--- src/logic/pdct_params.svh ---
`ifndef PDCT_PARAMS_SVH
`define PDCT_PARAMS_SVH

// Overview of operation
// - Count value steps down once per rising edge of the tap; software loads and reads it.
// - Count stepping down to zero sets the zero-reached flag in the control/status register.
// - Flag and interrupt enable both set raise the request on shared vector 4.
// - A timer request must be able to wake the core from its wait state.
// - Prescaler input is the clock divided by twelve or the external timer pin.
// - The 7-bit prescaler counts downward on each rising edge of its input.
// - Tap select: factor 1 is the prescaler input, factor 2^n is prescaler bit n-1.
// - Prescaler and count advance only while the run bit is one.
// - Run bit zero forces all prescaler bits to one and holds the count.
// - Software may load the prescaler with 00h to 7Fh only while run is one.
// - Software reads the live prescaler state through its own register.
// - Direction and latch bits select external clock, gated clock or pin output.
// - Both mode bits zero: pin rising edges step the prescaler; pin rate at most fosc/8.
// - Gated mode: prescaler steps at clock over twelve only while the pin is high.
// - Output mode: pin driven from the latch bit, prescaler runs at clock over twelve.

// ---------------------------------------------------------------------------
// Data space offsets
// ---------------------------------------------------------------------------
`define PDCT_ADDR_PRESC 8'hd2
`define PDCT_ADDR_COUNT 8'hd3
`define PDCT_ADDR_CTRL 8'hd4

// ---------------------------------------------------------------------------
// Control/status field positions
// ---------------------------------------------------------------------------
`define PDCT_BIT_ZERO 7
`define PDCT_BIT_IRQEN 6
`define PDCT_BIT_PINDIR 5
`define PDCT_BIT_PINLATCH 4
`define PDCT_BIT_RUN 3
`define PDCT_TAP_MSB 2
`define PDCT_TAP_LSB 0

// ---------------------------------------------------------------------------
// Reset values and timing
// ---------------------------------------------------------------------------
`define PDCT_PRESC_ONES 7'h7f
`define PDCT_RST_COUNT 8'hff
`define PDCT_RST_CTRL 8'h00
`define PDCT_OSC_DIV 12

`endif

--- src/logic/pdct_pkg.sv ---
package pdct_pkg;

   // Operating mode of the timer pin, one-hot.
   typedef enum logic [2:0] {
      pdct_mode_ext = 3'h1,
      pdct_mode_gated = 3'h2,
      pdct_mode_out = 3'h4
   } pdct_mode_t;

   // Whole state of the timer.
   typedef struct packed {
      logic [6:0] presc;
      logic [7:0] count;
      logic zero_reached_flag;
      logic zero_irq_enable;
      logic pin_direction_select;
      logic pin_output_latch;
      logic prescaler_run;
      logic [2:0] tap_select;
      logic pin_prev;
      logic irq;
      logic [7:0] rd_data;
      logic pin_out;
      logic pin_oe;
   } pdct_state_t;

   // Whole state of the clock divider.
   typedef struct packed {
      logic [7:0] cnt;
      logic tick;
   } pdct_div_state_t;

endpackage

--- src/logic/pdct_osc_div.sv ---
`timescale 1ns/1ns
`default_nettype none
`include "pdct_params.svh"

module pdct_osc_div #(
   parameter int unsigned DIV = `PDCT_OSC_DIV
) (
   // Clock and reset.
   input wire logic sys_clk,
   input wire logic rst,
   // One-cycle enable at the divided rate.
   output logic tick_r
);
   import pdct_pkg::*;

   localparam logic [7:0] LAST = 8'(DIV - 1);

   pdct_div_state_t st_r;
   pdct_div_state_t st_nxt;

   // Free-running divider; it never stops so the tick phase is independent of mode changes.
   always_comb begin
      st_nxt = st_r;
      st_nxt.tick = 1'h0;
      if (st_r.cnt == LAST) begin
         st_nxt.cnt = 8'h00;
         st_nxt.tick = 1'h1;
      end else begin
         st_nxt.cnt = st_r.cnt + 8'h01;
      end
   end

   // State register.
   always_ff @(posedge sys_clk) begin
      if (rst) begin
         st_r <= '0;
      end else begin
         st_r <= st_nxt;
      end
   end

   assign tick_r = st_r.tick;

endmodule // pdct_osc_div
`default_nettype wire

--- src/logic/pdct_timer.sv ---
`timescale 1ns/1ns
`default_nettype none
`include "pdct_params.svh"

module pdct_timer (
   // Clock and reset.
   input wire logic sys_clk,
   input wire logic rst,
   // Data space access.
   input wire logic [7:0] ds_addr,
   input wire logic ds_wr_en,
   input wire logic ds_rd_en,
   input wire logic [7:0] ds_wr_data,
   output logic [7:0] ds_rd_data_r,
   // Timer pin.
   input wire logic timer_pin_in,
   output logic timer_pin_out_r,
   output logic timer_pin_oe_r,
   // Request on shared vector 4, also the wake-up source.
   output logic irq_vec4_r
);
   import pdct_pkg::*;

   // ------------------------------------------------------------------------
   // Helpers
   // ------------------------------------------------------------------------

   // Mode decode, used by the step logic; the checks test the mode bits directly.
   function automatic pdct_mode_t mode_of(input logic dir, input logic latch);
      if (dir) begin
         return pdct_mode_out;
      end else if (latch) begin
         return pdct_mode_gated;
      end
      return pdct_mode_ext;
   endfunction

   // Rising edge on the selected tap when the prescaler steps from old_v to new_v.
   function automatic logic tap_edge(input logic [6:0] old_v, input logic [6:0] new_v,
                                     input logic [2:0] sel);
      logic [2:0] idx;
      idx = sel - 3'h1;
      if (sel == 3'h0) begin
         return 1'h1;
      end
      return !old_v[idx] && new_v[idx];
   endfunction

   // Packs the control/status fields into the register image.
   function automatic logic [7:0] ctrl_pack(input pdct_state_t s);
      logic [7:0] v;
      v = `PDCT_RST_CTRL;
      v[`PDCT_BIT_ZERO] = s.zero_reached_flag;
      v[`PDCT_BIT_IRQEN] = s.zero_irq_enable;
      v[`PDCT_BIT_PINDIR] = s.pin_direction_select;
      v[`PDCT_BIT_PINLATCH] = s.pin_output_latch;
      v[`PDCT_BIT_RUN] = s.prescaler_run;
      v[`PDCT_TAP_MSB:`PDCT_TAP_LSB] = s.tap_select;
      return v;
   endfunction

   // ------------------------------------------------------------------------
   // Divider and access decode
   // ------------------------------------------------------------------------

   pdct_state_t st_r;
   pdct_state_t st_nxt;
   logic div_tick;
   logic wr_presc;
   logic wr_count;
   logic wr_ctrl;
   logic presc_step;
   logic count_step;
   logic [6:0] presc_dec;

   pdct_osc_div #(
      .DIV(`PDCT_OSC_DIV)
   ) u_div (
      .sys_clk(sys_clk),
      .rst(rst),
      .tick_r(div_tick)
   );

   // Writes are single-cycle strobes qualified by the address.
   assign wr_presc = ds_wr_en && (ds_addr == `PDCT_ADDR_PRESC);
   assign wr_count = ds_wr_en && (ds_addr == `PDCT_ADDR_COUNT);
   assign wr_ctrl = ds_wr_en && (ds_addr == `PDCT_ADDR_CTRL);
   assign presc_dec = st_r.presc - 7'h01;

   // Prescaler input selection; every source is an enable, so only one clock is used.
   always_comb begin
      presc_step = 1'h0;
      case (mode_of(st_r.pin_direction_select, st_r.pin_output_latch))
         pdct_mode_ext: begin
            presc_step = timer_pin_in && !st_r.pin_prev;
         end
         pdct_mode_gated: begin
            presc_step = div_tick && timer_pin_in;
         end
         pdct_mode_out: begin
            presc_step = div_tick;
         end
         default: begin
            presc_step = 1'h0;
         end
      endcase
      presc_step = presc_step && st_r.prescaler_run;
   end

   // The counter steps on a rising edge of the chosen tap of the downward prescaler.
   assign count_step = presc_step &&
                       tap_edge(st_r.presc, presc_dec, st_r.tap_select);

   // ------------------------------------------------------------------------
   // Next state
   // ------------------------------------------------------------------------

   // A software count write wins over a simultaneous step, so a loaded value is never
   // skipped by one; the hardware flag set wins over a software clear.
   always_comb begin
      st_nxt = st_r;
      if (!st_r.prescaler_run) begin
         st_nxt.presc = `PDCT_PRESC_ONES;
      end else if (wr_presc) begin
         st_nxt.presc = ds_wr_data[6:0];
      end else if (presc_step) begin
         st_nxt.presc = presc_dec;
      end
      if (wr_count) begin
         st_nxt.count = ds_wr_data;
      end else if (count_step) begin
         st_nxt.count = st_r.count - 8'h01;
      end
      if (wr_ctrl) begin
         st_nxt.zero_reached_flag = st_r.zero_reached_flag &&
                                    ds_wr_data[`PDCT_BIT_ZERO];
         st_nxt.zero_irq_enable = ds_wr_data[`PDCT_BIT_IRQEN];
         st_nxt.pin_direction_select = ds_wr_data[`PDCT_BIT_PINDIR];
         st_nxt.pin_output_latch = ds_wr_data[`PDCT_BIT_PINLATCH];
         st_nxt.prescaler_run = ds_wr_data[`PDCT_BIT_RUN];
         st_nxt.tap_select = ds_wr_data[`PDCT_TAP_MSB:`PDCT_TAP_LSB];
      end
      if (!wr_count && count_step && (st_r.count == 8'h01)) begin
         st_nxt.zero_reached_flag = 1'h1;
      end
      st_nxt.pin_prev = timer_pin_in;
      // The request is a level; it doubles as the wake-up from wait state.
      st_nxt.irq = st_nxt.zero_reached_flag && st_nxt.zero_irq_enable;
      st_nxt.pin_oe = st_nxt.pin_direction_select;
      st_nxt.pin_out = st_nxt.pin_direction_select && st_nxt.pin_output_latch;
      if (ds_rd_en) begin
         case (ds_addr)
            `PDCT_ADDR_PRESC: st_nxt.rd_data = {1'h0, st_r.presc};
            `PDCT_ADDR_COUNT: st_nxt.rd_data = st_r.count;
            `PDCT_ADDR_CTRL: st_nxt.rd_data = ctrl_pack(st_r);
            default: st_nxt.rd_data = 8'h00;
         endcase
      end
   end

   // State register.
   always_ff @(posedge sys_clk) begin
      if (rst) begin
         st_r <= '0;
         st_r.presc <= `PDCT_PRESC_ONES;
         st_r.count <= `PDCT_RST_COUNT;
         // The pin idles high on its pull-up, so the edge detector starts high and no false
         // edge follows reset.
         st_r.pin_prev <= 1'h1;
      end else begin
         st_r <= st_nxt;
      end
   end

   assign ds_rd_data_r = st_r.rd_data;
   assign timer_pin_out_r = st_r.pin_out;
   assign timer_pin_oe_r = st_r.pin_oe;
   assign irq_vec4_r = st_r.irq;
endmodule // pdct_timer
`default_nettype wire

--- config.mk ---
export PLATFORM = sky130hd
export DESIGN_NAME = pdct_timer
export DESIGN_NICKNAME = d
export VERILOG_FILES = /design/src/logic/pdct_pkg.sv /design/src/logic/pdct_osc_div.sv /design/src/logic/pdct_timer.sv
export VERILOG_INCLUDE_DIRS = /design/src /design/src/logic
export SDC_FILE = /design/constraint.sdc
export NUM_CORES = 1
export LEC_CHECK = 0
export ABC_AREA = 0
export BUFFER_PORTS_ARGS = -buffer_cell sky130_fd_sc_hd__buf_2
export CAP_MARGIN = 20
export CORE_MARGIN = 2
export CORE_UTILIZATION = 50
export CTS_CLUSTER_SIZE = 24
export DETAILED_ROUTE_END_ITERATION = 7
export HOLD_SLACK_MARGIN = 0.06
export PLACE_DENSITY_LB_ADDON = 0.08
export SLEW_MARGIN = 15
export SYNTH_ARGS = -nofsm -noshare
export SYNTH_HDL_FRONTEND = slang
export SYNTH_SLANG_ARGS = --single-unit
--- constraint.sdc ---
create_clock -name sys_clk -period 2.13 [get_ports sys_clk]
set_clock_uncertainty 0.1 [all_clocks]
set_input_delay 0.213 -clock sys_clk [delete_from_list [all_inputs] [get_ports sys_clk]]
set_output_delay 0.213 -clock sys_clk [all_outputs]
set_load 0.01 [all_outputs]
==> flow_metrics.tcl <==
set metrics [dict create \
    status "finished, final reports clean" \
    endpoint_kind "flop" \
    hold-worst-slack_ns 0.08114 \
    powerDensity_nw_per_um2 519.3 \
    min_path_type "input pin to flop" \
    place_congestion 0.8585 \
    postRouteAntennaNets 0 \
    rows 25 \
    worst_ep_arrival_time_ns 2.20 \
    ys_top_cells_by_area "dfxtp_1 36%, nor2_1 6.8%, a21oi_1 3.8%" \
    cpMaxStageDelayCell "mux2_2" \
    cts.sinks 43 \
    cts_buffers 5 \
    grt_pass1_vias 1934 \
    wirelength_mm 5.887 \
    synth_compound_area_frac 0.1699 \
    dieHeight_um 72.86 \
    numPortBuffers 31 \
    synth.yosys.seq_area_share 0.3631 \
    grt_pass1_wl_mm 9.660 \
    slowest_delay_ns 0.35 \
    cts-root-buf "clkbuf_8" \
    yosys_warnings 0 \
    startpoint_type "flop" \
    relSlewSlack 0.6876 \
    dr.pass1.iters 4 \
    clock.fmax_mhz 484.5 \
    nNetsFinal 342 \
    fillCellCount 433 \
    synth_seq_cells 43 \
    ys_top_cells_by_count "43 x dfxtp_1, 43 x nor2_1, 18 x a21oi_1, 18 x nand2_1" \
    synth_cells 278 \
    cts_tree "built" \
    grt_antenna_before_repair 0 \
    synth-xor-area-share 0.04802 \
    vias 2151 \
    grt_max_degree 25 \
    final.period_utilization 0.9689 \
    clkLatencyLatePin_ns 0.31 \
    slew_violations 0 \
    synth_fp_nets 305 \
    path_buf_inv 1 \
    synth_ff_type "dfxtp_1" \
    drv_cap 0 \
    rsz0062_at_grt "yes" \
    cpLargestDelayFamily "compound AO/OA/AOI/OAI gates" \
    overflow 0 \
    cts_max_level 2 \
    area_growth_pct 17.84 \
    netlist_area_sq_um 2371 \
    core-area_sq_um 4661 \
    cellLeakagePower_nw 1.085 \
    antenna_cells 0 \
    synth_top_family_by_area "simple AND/OR/NAND/NOR gates" \
    synthMuxAreaShare 0.01741 \
    critPathRequiredTime_ns 2.26 \
    synth.top_cell.area_share 0.3631 \
    worstPathCellList "inv_2 > ha_4 > xor2_4 > o211ai_1 > o221a_4 > a21oi_4 > mux2_2 > o21ai_0" \
    clk_pin_slew_ns 0.10 \
    synth.distinct_cells 58 \
    synth_top_cell_by_area "dfxtp_1" \
    syn_avg_cell_area_sq_um 8.529 \
    post-route-min-period_ns 2.064 \
    die_x_um 72.86 \
    synth-simple-area-share 0.2982 \
    crit_type "flop to flop" \
    synth_edf_count 0 \
    tns_ns 0 \
    dp_hpwl_mm 4.298 \
    die_area_sq_um 5309 \
    wl_per_cell_um 15.91 \
    first_iter_violations 226 \
    cts_buffer_depth 2 \
    synth-adder-area-share 0.03166 \
    drc 0 \
    drive_gt1_frac 0.2658 \
    worst_pin_slew_ns 0.4677 \
    async_reset_ff_frac 0 \
    track_usage 0.2366 \
    path_max_fanout 4 \
    avgViaCountPerCell 5.814 \
    final_core_util 0.5995 \
    start_util 0.5087 \
    ir_drop_mv 0.3420 \
    hold_viol 0 \
    num_io_pins 32 \
    setup-violations-final 0 \
]
[state kept, by name, indices dropped and copies added (netlist names)]
register and count:
ds_rd_data_r 8, irq_vec4_r 1, st_r 23, timer_pin_oe_r 1, timer_pin_out_r 1, u_div.st_r 8
u_div.tick_r 1
[per-stage QoR]
step / cell area [sq um] / worst slack (ns) / instances / power, mW
after CTS: 2716 / 0.004695 / 368 / 1.454
after floorplan: 2379 / 0.003102 / 278 / 0.8715
after global placement: 2594 / 0.08930 / 359 / 0.9133
after detailed placement: 2594 / 0.03568 / 359 / 0.9134
final: 2794 / 0.06620 / 370 / 1.451
after global routing: 2794 / -0.01972 / 370 / 1.499
[placed cells by master (no fill, tap or decap), types with 4 or more instances in the layout]
master and count:
inv_1 7, o211ai_1 4, buf_2 31, o21ai_0 7, nor3b_1 5, and2_1 4
xor2_1 5, nor3_1 11, clkbuf_8 5, nor4_1 4, a21oi_1 18, buf_4 16
nor2_1 43, xnor2_1 7, and3_1 5, nand3_1 11, a222oi_1 7, dfxtp_1 40
nand2_1 18
[power by group]
part / internal (mW) / switching, mW
combinational: 0.0314 / 0.0498
clock: 0.235 / 0.320
sequential: 0.809 / 0.00603
total: 1.08 / 0.375
[worst reg2reg max path, stage by stage, from the launching register on]
cell and delay, ns:
dfxtp_2 0.33, inv_2 0.10, ha_4 0.17, xor2_4 0.18, o211ai_1 0.15, o221a_4 0.30, a21oi_4 0.20, mux2_2 0.35
o21ai_0 0.12
[per-layer routing]
layer | vias to the layer above | wire [um] | global-route usage
met5 | - | 0 | 0
met1 | 1012 | 2834 | 0.3368
li1 | 1069 | - | -
met3 | 7 | 335 | 0.03867
met4 | 0 | 64 | 0.05556
met2 | 63 | 2652 | 0.3768
[area by class of cell]
type	instances	area, sq um	area share
clock buffer	5	68.82	0.02463
sequential	43	864.6	0.3094
multi-input combinational	206	1426	0.5105
clock inverter	3	23.77	0.008509
tap	54	67.56	0.02418
timing repair buffer	49	305.3	0.1093
inverter	10	37.54	0.01343
[final timing paths]
path	from	cells past startpoint	slack, ns	endpoint
setup reg to reg	st_r[12]$_SDFFE_PP0P_	8	0.07	st_r[21]$_SDFFE_PP1P_
hold / removal	ds_wr_data[6]	3	0.08	st_r[26]$_SDFFE_PP1P_
setup / recovery	st_r[12]$_SDFFE_PP0P_	8	0.07	st_r[21]$_SDFFE_PP1P_
hold reg to reg	u_div.st_r[1]$_SDFF_PP0_	1	0.38	u_div.st_r[1]$_SDFF_PP0_
[logic make-up after synthesis]
family                   after synthesis
flip-flops                            43
AO/OA/AOI/OAI                         56
buffers and inverters                 29
AND/OR/NAND/NOR                      127
multiplexers                           4
adder cells (fa/ha/maj)                6
XOR/XNOR                              13
[what timing repair did]
item	in CTS	in global routing
resized for setup	2	14
buffers inserted	0	2
endpoints found under the setup margin	1	9
pin swaps	0	3
endpoints found under the hold margin	1	0
hold buffers	1	0
No activity file was read; power rests on OpenSTA's default activity.
